==> config.mk <==
export PLATFORM = sky130hd
export DESIGN_NAME = rmc_regs
export DESIGN_NICKNAME = d
export VERILOG_FILES = /design/src/rmc_pkg.sv /design/src/rmc_regs.sv
export SDC_FILE = /design/constraint.sdc
export NUM_CORES = 1
export LEC_CHECK = 0
export BUFFER_PORTS_ARGS = -buffer_cell sky130_fd_sc_hd__buf_2
export CAP_MARGIN = 25
export CORE_MARGIN = 2
export CORE_UTILIZATION = 45
export DETAILED_ROUTE_END_ITERATION = 10
export MAX_ROUTING_LAYER = met4
export PLACE_DENSITY = 0.85
export SETUP_SLACK_MARGIN = 0.02
export SYNTH_ARGS = -nofsm -noshare
export SYNTH_HDL_FRONTEND = slang
export SYNTH_SLANG_ARGS = --single-unit
export TNS_END_PERCENT = 10
==> constraint.sdc <==
create_clock -name clk -period 2 [get_ports clk]
set_input_delay 0.3 -clock clk [delete_from_list [all_inputs] [get_ports clk]]
set_output_delay 0.3 -clock clk [all_outputs]
set_load 0.02 [all_outputs]
==> src/rmc_pkg.sv <==
// Package with offsets, fields and codes of the mode control registers
package rmc_pkg;
  localparam int ADDR_W = 8;
  localparam int DATA_W = 8;
  localparam logic [7:0] OFS_STATUS = 8'h00;
  localparam logic [7:0] OFS_SOFT_RESET = 8'h14;
  localparam logic [7:0] OFS_CAL = 8'h15;
  localparam logic [7:0] OFS_UNLOCK = 8'h17;
  localparam logic [7:0] OFS_MODE_SEL = 8'h1c;
  localparam logic [7:0] OFS_INPUT_CFG = 8'h24;
  localparam logic [3:0] UNLOCK_CODE_VALUE = 4'ha;
  localparam logic [3:0] RST_UNLOCK = 4'h0;
  localparam logic [2:0] RST_MODE_SEL = 3'h0;
  localparam logic [1:0] RST_INPUT_CFG = 2'h0;
  localparam int TRIGGER_BIT = 0;
  localparam int FAST_BUS_BIT = 2;
  // Active function codes reported in status
  typedef enum logic [1:0] {
    RMC_FN_MANUAL = 2'b00,
    RMC_FN_AUTONOMOUS = 2'b10,
    RMC_FN_PRECISION = 2'b11
  } rmc_fn_e;
  // Input pin arrangements
  typedef enum logic [1:0] {
    RMC_IN_TWO_SE = 2'b00,
    RMC_IN_ONE_SE_RGS = 2'b01,
    RMC_IN_ONE_PDIFF = 2'b10,
    RMC_IN_TWO_SE_ALT = 2'b11
  } rmc_in_e;
endpackage : rmc_pkg

==> src/rmc_regs.sv <==
// Reset key, calibration trigger, mode select and input configuration
//
// Local design decision: the strobed register port.
`timescale 1ns/1ns
`default_nettype none
module rmc_regs #(
  parameter int ADDR_W = rmc_pkg::ADDR_W, // Register address width
  parameter int DATA_W = rmc_pkg::DATA_W // Register data width
) (
  input wire logic clk, // 10 MHz clock
  input wire logic rst_n, // Async power-up reset, active low
  input wire logic general_call_reset, // Bus general call reset pulse
  input wire logic fast_bus_mode, // Bus in high speed mode level
  input wire logic [ADDR_W-1:0] addr, // Register address
  input wire logic [DATA_W-1:0] wdata, // Write data
  input wire logic wr, // Write strobe
  input wire logic rd, // Read strobe
  output logic [DATA_W-1:0] rdata, // Read data, cycle after rd
  output logic soft_reset_pulse, // One-cycle device reset pulse
  output logic calibration_start, // One-cycle offset calibration pulse
  output logic auto_sequence_en, // Auto sequencing enabled
  output logic channel0_only, // Manual on channel 0 alone
  output logic [1:0] active_function, // Active function code
  output logic [1:0] input_pin_arrangement, // Input pin arrangement
  output logic dual_channel, // Two single-ended channels
  output logic remote_ground, // Single channel, remote ground sense
  output logic pseudo_diff // Single pseudo-differential channel
);
  typedef struct packed {
    logic fast_meta;
    logic fast_sync;
    logic [3:0] unlock_code;
    logic [2:0] mode_select_field;
    logic [1:0] input_cfg;
    logic soft_reset;
    logic cal_start;
    logic [7:0] rdata;
  } rmc_state_s;

  rmc_state_s q;
  rmc_state_s next_q;

  // Field layout is byte wide; other widths cannot be served
  if (ADDR_W != 8 || DATA_W != 8) begin : g_width_check
    $error("rmc_regs needs 8-bit address and data");
  end

  // Active function from the mode select code
  function automatic logic [1:0] rmc_fn(input logic [2:0] sel);
    case (sel)
      3'h6: rmc_fn = rmc_pkg::RMC_FN_AUTONOMOUS;
      3'h7: rmc_fn = rmc_pkg::RMC_FN_PRECISION;
      default: rmc_fn = rmc_pkg::RMC_FN_MANUAL;
    endcase
  endfunction : rmc_fn

  logic unlocked;
  logic [7:0] status_word;
  assign unlocked = (q.unlock_code == rmc_pkg::UNLOCK_CODE_VALUE);
  assign status_word = {5'h00, q.fast_sync, rmc_fn(q.mode_select_field)};

  always_comb begin
    next_q = q;
    next_q.fast_meta = fast_bus_mode;
    next_q.fast_sync = q.fast_meta;
    next_q.soft_reset = 1'b0;
    next_q.cal_start = 1'b0;
    next_q.rdata = 8'h00;
    if (wr) begin
      case (addr)
        rmc_pkg::OFS_UNLOCK: begin
          next_q.unlock_code = wdata[3:0];
        end
        rmc_pkg::OFS_SOFT_RESET: begin
          // Locked writes drop silently
          next_q.soft_reset = unlocked &
                              wdata[rmc_pkg::TRIGGER_BIT];
        end
        rmc_pkg::OFS_CAL: begin
          next_q.cal_start = wdata[rmc_pkg::TRIGGER_BIT];
        end
        rmc_pkg::OFS_MODE_SEL: begin
          next_q.mode_select_field = wdata[2:0];
        end
        rmc_pkg::OFS_INPUT_CFG: begin
          next_q.input_cfg = wdata[1:0];
        end
        default: begin
        end
      endcase
    end
    if (rd) begin
      case (addr)
        rmc_pkg::OFS_STATUS: next_q.rdata = status_word;
        rmc_pkg::OFS_UNLOCK: next_q.rdata = {4'h0, q.unlock_code};
        rmc_pkg::OFS_MODE_SEL: next_q.rdata = {5'h00, q.mode_select_field};
        rmc_pkg::OFS_INPUT_CFG: next_q.rdata = {6'h00, q.input_cfg};
        default: next_q.rdata = 8'h00;
      endcase
    end
    // Soft reset clears mode, input config, pulses and read data; the key and fast bus sync flops stay
    if (q.soft_reset || general_call_reset) begin
      next_q.mode_select_field = rmc_pkg::RST_MODE_SEL;
      next_q.input_cfg = rmc_pkg::RST_INPUT_CFG;
      next_q.cal_start = 1'b0;
      next_q.soft_reset = 1'b0;
      next_q.rdata = 8'h00;
    end
    if (general_call_reset) begin
      next_q.unlock_code = rmc_pkg::RST_UNLOCK;
    end
  end

  always_ff @(posedge clk or negedge rst_n) begin
    if (!rst_n) begin
      q <= '0;
    end else begin
      q <= next_q;
    end
  end

  assign rdata = q.rdata;
  assign soft_reset_pulse = q.soft_reset;
  assign calibration_start = q.cal_start;
  assign active_function = rmc_fn(q.mode_select_field);
  assign auto_sequence_en = q.mode_select_field[2];
  assign channel0_only = ~q.mode_select_field[2];
  assign input_pin_arrangement = q.input_cfg;
  assign dual_channel = (q.input_cfg == rmc_pkg::RMC_IN_TWO_SE) ||
                        (q.input_cfg == rmc_pkg::RMC_IN_TWO_SE_ALT);
  assign remote_ground = (q.input_cfg == rmc_pkg::RMC_IN_ONE_SE_RGS);
  assign pseudo_diff = (q.input_cfg == rmc_pkg::RMC_IN_ONE_PDIFF);

  // Checks on the bus-visible behaviour of the bank
  AST_LOCKED_WRITE_IGNORED: assert property (
    @(posedge clk) disable iff (!rst_n)
    (wr && addr == rmc_pkg::OFS_SOFT_RESET && !unlocked)
    |=> !soft_reset_pulse)
    else $error("soft reset fired while locked");

  AST_UNLOCKED_RESET_FIRES: assert property (
    @(posedge clk) disable iff (!rst_n)
    (wr && addr == rmc_pkg::OFS_SOFT_RESET && unlocked &&
     wdata[rmc_pkg::TRIGGER_BIT] && !soft_reset_pulse &&
     !general_call_reset)
    |=> soft_reset_pulse)
    else $error("unlocked soft reset not issued");

  AST_SOFT_RESET_CLEARS_MODE: assert property (
    @(posedge clk) disable iff (!rst_n)
    soft_reset_pulse
    |=> (q.mode_select_field == rmc_pkg::RST_MODE_SEL &&
         q.input_cfg == rmc_pkg::RST_INPUT_CFG && rdata == 8'h00))
    else $error("soft reset left mode set");

  AST_KEY_SURVIVES_SOFT_RESET: assert property (
    @(posedge clk) disable iff (!rst_n)
    (soft_reset_pulse && !general_call_reset &&
     !(wr && addr == rmc_pkg::OFS_UNLOCK))
    |=> $stable(q.unlock_code))
    else $error("key lost on soft reset");

  AST_SOFT_PULSE_SINGLE: assert property (
    @(posedge clk) disable iff (!rst_n)
    soft_reset_pulse |=> !soft_reset_pulse)
    else $error("soft reset pulse longer than one cycle");

  AST_RESET_ONLY_WHEN_UNLOCKED: assert property (
    @(posedge clk) disable iff (!rst_n)
    soft_reset_pulse
    |-> $past(wr && addr == rmc_pkg::OFS_SOFT_RESET && unlocked &&
              wdata[rmc_pkg::TRIGGER_BIT]))
    else $error("soft reset without an unlocked write");

  AST_CAL_PULSE: assert property (
    @(posedge clk) disable iff (!rst_n)
    (wr && addr == rmc_pkg::OFS_CAL && wdata[rmc_pkg::TRIGGER_BIT] &&
     !general_call_reset && !soft_reset_pulse)
    |=> calibration_start ##1
    (!calibration_start || $past(wr && addr == rmc_pkg::OFS_CAL &&
                                 wdata[rmc_pkg::TRIGGER_BIT])))
    else $error("calibration pulse wrong");

  AST_CAL_ONLY_ON_WRITE: assert property (
    @(posedge clk) disable iff (!rst_n)
    calibration_start
    |-> $past(wr && addr == rmc_pkg::OFS_CAL &&
              wdata[rmc_pkg::TRIGGER_BIT]))
    else $error("calibration pulse without a write");

  AST_KEY_WRITE_TAKES: assert property (
    @(posedge clk) disable iff (!rst_n)
    (wr && addr == rmc_pkg::OFS_UNLOCK && !general_call_reset)
    |=> q.unlock_code == $past(wdata[3:0]))
    else $error("unlock code not stored");

  AST_KEY_UPPER_ZERO: assert property (
    @(posedge clk) disable iff (!rst_n)
    (rd && addr == rmc_pkg::OFS_UNLOCK) |=> rdata[7:4] == 4'h0)
    else $error("key upper bits nonzero");

  AST_KEY_READ_BACK: assert property (
    @(posedge clk) disable iff (!rst_n)
    (rd && addr == rmc_pkg::OFS_UNLOCK && !soft_reset_pulse &&
     !general_call_reset)
    |=> rdata[3:0] == $past(q.unlock_code))
    else $error("unlock code read back wrong");

  AST_TRIGGER_READ_ZERO: assert property (
    @(posedge clk) disable iff (!rst_n)
    (rd && (addr == rmc_pkg::OFS_SOFT_RESET || addr == rmc_pkg::OFS_CAL))
    |=> rdata == 8'h00)
    else $error("trigger register read nonzero");

  AST_IDLE_READ_ZERO: assert property (
    @(posedge clk) disable iff (!rst_n)
    !rd |=> rdata == 8'h00)
    else $error("read data outside a read cycle");

  AST_STATUS_FUNCTION: assert property (
    @(posedge clk) disable iff (!rst_n)
    (rd && addr == rmc_pkg::OFS_STATUS && !soft_reset_pulse &&
     !general_call_reset)
    |=> (rdata[1:0] == $past(active_function) && rdata[7:3] == 5'h00))
    else $error("status function wrong");

  AST_NO_FUNCTION_01: assert property (
    @(posedge clk) disable iff (!rst_n)
    active_function != 2'b01)
    else $error("unused function code reported");

  AST_FAST_BUS_FLAG: assert property (
    @(posedge clk) disable iff (!rst_n)
    (rd && addr == rmc_pkg::OFS_STATUS && !soft_reset_pulse &&
     !general_call_reset)
    |=> rdata[2] == $past(fast_bus_mode, 3))
    else $error("fast bus flag wrong");

  AST_MODE_DECODE: assert property (
    @(posedge clk) disable iff (!rst_n)
    (auto_sequence_en == (q.mode_select_field >= 3'h4) &&
     channel0_only == (q.mode_select_field <= 3'h3) &&
     active_function == ((q.mode_select_field == 3'h6) ? 2'b10 :
                         (q.mode_select_field == 3'h7) ? 2'b11 : 2'b00)))
    else $error("mode decode wrong");

  AST_MODE_WRITE_TAKES: assert property (
    @(posedge clk) disable iff (!rst_n)
    (wr && addr == rmc_pkg::OFS_MODE_SEL && !general_call_reset &&
     !soft_reset_pulse)
    |=> q.mode_select_field == $past(wdata[2:0]))
    else $error("mode select not stored");

  AST_MODE_READ_UPPER_ZERO: assert property (
    @(posedge clk) disable iff (!rst_n)
    (rd && addr == rmc_pkg::OFS_MODE_SEL) |=> rdata[7:3] == 5'h00)
    else $error("mode select upper bits nonzero");

  AST_CFG_WRITE_TAKES: assert property (
    @(posedge clk) disable iff (!rst_n)
    (wr && addr == rmc_pkg::OFS_INPUT_CFG && !general_call_reset &&
     !soft_reset_pulse)
    |=> q.input_cfg == $past(wdata[1:0]))
    else $error("input config not stored");

  AST_CFG_READ_UPPER_ZERO: assert property (
    @(posedge clk) disable iff (!rst_n)
    (rd && addr == rmc_pkg::OFS_INPUT_CFG) |=> rdata[7:2] == 6'h00)
    else $error("input config upper bits nonzero");

  AST_CFG_READ_BACK: assert property (
    @(posedge clk) disable iff (!rst_n)
    (wr && addr == rmc_pkg::OFS_INPUT_CFG && !general_call_reset &&
     !soft_reset_pulse) ##1
    (!wr && !general_call_reset && !soft_reset_pulse) ##1
    (rd && addr == rmc_pkg::OFS_INPUT_CFG && !general_call_reset &&
     !soft_reset_pulse)
    |=> rdata == {6'h00, $past(wdata[1:0], 3)})
    else $error("input config read back wrong");

  AST_INPUT_DECODE: assert property (
    @(posedge clk) disable iff (!rst_n)
    (dual_channel == (input_pin_arrangement[1] == input_pin_arrangement[0])
     && remote_ground == (input_pin_arrangement == 2'b01) &&
     pseudo_diff == (input_pin_arrangement == 2'b10)))
    else $error("input arrangement decode wrong");

  AST_GC_CLEARS_ALL: assert property (
    @(posedge clk) disable iff (!rst_n)
    general_call_reset
    |=> (q.unlock_code == rmc_pkg::RST_UNLOCK &&
         q.mode_select_field == rmc_pkg::RST_MODE_SEL &&
         q.input_cfg == rmc_pkg::RST_INPUT_CFG && rdata == 8'h00 &&
         !soft_reset_pulse && !calibration_start))
    else $error("general call reset left state behind");
endmodule : rmc_regs
`default_nettype wire

==> impl_summary.log <==
[metrics] top achievable clock speed: 0.636 GHz
[metrics] series of cell instances along the critical path: or2_1 -> or4_1 -> nor4_2
[metrics] share of final-layout standard cells stronger than drive strength 1: 31.5%
[metrics] remaining routing DRC violations: 0
[metrics] cell row count: 16
[metrics] sequential fraction of the synthesis area: 43.9%
[metrics] Setup crit end kind: flip-flop
[metrics] vias per inst: 5.45
[metrics] number of endpoints with negative hold slack in the final report: 0
[metrics] post-DR wirelength/cell: 13.0 microns
[metrics] Hold Crit Class: in -> reg
[metrics] DIE AREA: 0.00254 sq mm
[metrics] antenna violations before repair: 0
[metrics] cell area after synthesis: 970 sq um
[metrics] via total after detailed routing: 855
[metrics] clock skew: 0.00958 ns
[metrics] pin count of the biggest net entering global routing: 18
[metrics] Cells after Synth: 102
[metrics] Root Buffer Master: clkbuf_4
[metrics] cell depth of the worst flop-to-flop path: 3
[metrics] setup tns final: 0 ns
[metrics] hold depth: 1
[metrics] Synth warnings: 0
[metrics] TritonCTS clock tree: built
[metrics] first-pass GRT wire length: 3300 microns
[metrics] worst hold path startpoint: fast_bus_mode
[metrics] Tightest Pin Transition: 0.532 ns
[metrics] total number of clock tree sinks: 17
[metrics] global routing usage summed across all routing layers: 17.8%
[metrics] VDD IR-drop max: 0.000275 V
[metrics] Tmin final: 1.57 ns
[metrics] Hold EP: next_q[19]
[metrics] number of H-tree levels: 1
[metrics] Max-slew headroom: 64.3%
[metrics] Crit Path Category: reg -> reg
[metrics] Die W: 50.4 microns
[metrics] Die H: 50.4 microns
[metrics] worst-skew pair later-pin latency: 0.30 ns
[metrics] post-route clock period utilization: 78.6%
[metrics] routability congestion estimate from global placement: 0.935
[metrics] final HPWL from detailed placement: 1600 microns
[metrics] total of cells resized after clock tree synthesis: 0
[metrics] number of iterations in the first detailed-routing pass: 6
[metrics] Crit path max-delay family: simple AND/OR/NAND/NOR gates
[metrics] synth unique cells: 34
[metrics] Slowest Stage Delay on Critical Path: 0.57 ns
[metrics] #FFs+latches synth: 17
[metrics] wire length reported by the detailed router: 2040 microns
[metrics] buffer depth of the longest clock path: 2
[metrics] power density cells: 531 mW/mm^2
[metrics] arrival time reported for the critical path endpoint: 1.78 ns
[metrics] Post CTS Setup Buffer Count: 0
[metrics] area overhead of the layout relative to synthesis: 16.5%
[metrics] RSZ-0062 raised after global routing: false
[metrics] most frequent standard cell in the layout excluding fill and tap cells: buf_2
[metrics] reg-to-reg endpoint: soft_reset_pulse
[metrics] IO Count: 41
[metrics] area used by multi-input combinational logic: 450 sq um
[metrics] Antenna diodes: 0
[metrics] ANT nets after route: 0
[metrics] Mapped Avg Cell Area: 9.51 sq um
[metrics] grt ovf: 0
[metrics] Worst Slack Setup Final: 0.427 ns
[metrics] post-layout total power: 0.000600 W
[metrics] post-placement worst setup slack: 0.261 ns
[metrics] fillcell total: 182
[metrics] Max Slew Vio Count: 0
[metrics] CP bufs+invs: 0
[metrics] placeable core area: 0.00200 sq mm
[metrics] top library cells by usage in the layout, fill and taps aside: buf_2, dfrtp_1, a21oi_1
[metrics] register-to-register setup slack: 0.43 ns
[metrics] max-cap violation count: 0
[metrics] Nets: 155
[metrics] startpoint type of the worst setup path: flip-flop
[metrics] Reg-to-Reg Start: soft_reset_pulse
[metrics] clock slew at reported path FFs: 0.09 ns
[metrics] CTS Hold Buffers Added: 1
[metrics] leak pwr: 0.525 nW
[metrics] clock buffer count from CTS: 3
[metrics] I/O Buffers: 32
[metrics] critical-path cell with the highest stage delay: or4_1
[metrics] number of global-route vias before repair: 775
[metrics] violation count after the first detailed-route iteration: 38
[metrics] final setup violation count: 0
[metrics] area taken by flip-flops and latches: 425 sq um
[metrics] status: completed
[metrics] largest driver fanout on the critical path: 7
[metrics] Initial Util: 48.4%
[metrics] required time reported for the critical path endpoint: 2.21 ns
## kinds of logic after synthesis
group	count (synthesis)	synth area share [%]
buf+inv	18	10.8
flops	17	43.9
fa+ha+maj	2	2.58
mux	2	2.06
compound gates	18	11.7
simple gates	44	28.5
other cells	1	0.387
## power breakdown
group          internal [W]  leakage (nW)   total, W  switching [W]
logic             0.0000217         0.274  0.0000658      0.0000441
clock network     0.0000746        0.0177   0.000188       0.000114
registers          0.000346         0.233   0.000346    0.000000686
total              0.000442         0.525   0.000600       0.000158
## flip-flops by register name (all words and copies together), names as in the netlist
name / flops
q: 7
calibration_start: 1
soft_reset_pulse: 1
next_q: 1
auto_sequence_en: 1
rdata: 4
input_pin_arrangement: 2
## worst max path at each step
stage / to / cells after the start / from / slack [ns]
5_1_grt: soft_reset_pulse / 3 / soft_reset_pulse / 0.32
2_1_floorplan: soft_reset_pulse / 4 / soft_reset_pulse / 0.35
6_report: soft_reset_pulse / 3 / soft_reset_pulse / 0.43
3_5_place_dp: q[12] / 5 / addr[0] / 0.26
3_3_place_gp: input_pin_arrangement[1] / 5 / addr[0] / 0.29
4_1_cts: soft_reset_pulse / 3 / soft_reset_pulse / 0.42
## worst register-to-register path, cell delays in order, from the launching register on
cell and delay (ns):
dfrtp_1 0.38, or2_1 0.33, or4_1 0.57, nor4_2 0.22
## final cells by class
cell class                 count  share of cell area (%)
multi-input combinational     70                    39.9
sequential                    17                    37.7
timing repair buffer          33                    15.1
tap                           27                    2.99
clock buffer                   3                    1.99
inverter                       6                    1.99
clock inverter                 1                   0.443
## synth_stat cells
cell type	instances	area share [%]
a21oi_1	10	5.2
a222oi_1	2	2.1
a22o_1	2	1.8
a22oi_1	1	0.77
and2_1	1	0.65
and3_1	2	1.3
and3b_1	1	0.90
buf_4	10	7.7
clkbuf_1	2	0.77
conb_1	1	0.39
dfrtp_1	17	44
ha_1	2	2.6
inv_1	6	2.3
mux2i_1	2	2.1
nand2_1	9	3.5
nand3_1	8	4.1
nand3b_1	1	0.77
nand4b_1	1	0.90
nand4bb_1	1	1.2
nor2_1	5	1.9
nor3_1	3	1.5
nor3_2	1	1.0
nor3b_1	1	0.77
nor4_2	1	1.3
nor4_4	1	2.2
o21ai_0	1	0.52
o21ai_1	1	0.52
o32ai_1	1	0.90
or2_1	1	0.65
or2_2	1	0.65
or3_1	2	1.3
or4_1	2	1.5
or4_4	1	1.2
or4bb_1	1	1.2
## layer usage
layer	vias to the layer above	GRT usage [%]	share of wire (%)
li1	411	-	-
met1	388	22.8	43
met2	49	25.9	47
met3	7	3.27	7.7
met4	0	11.7	2.7
met5	-	-	0
## metrics by stage
stage / util (%) / area, sq um / hold slack (ns) / cells
floorplan: - / 981 / 0.00441 / 105
global placement: 54.6 / 1090 / 0.225 / 152
detailed placement: 54.6 / 1090 / 0.238 / 152
CTS: 56.4 / 1130 / 0.0937 / 157
global route: 56.4 / 1130 / 0.0747 / 157
finish: 56.4 / 1130 / 0.105 / 157
(Power assumes the default switching activity.)
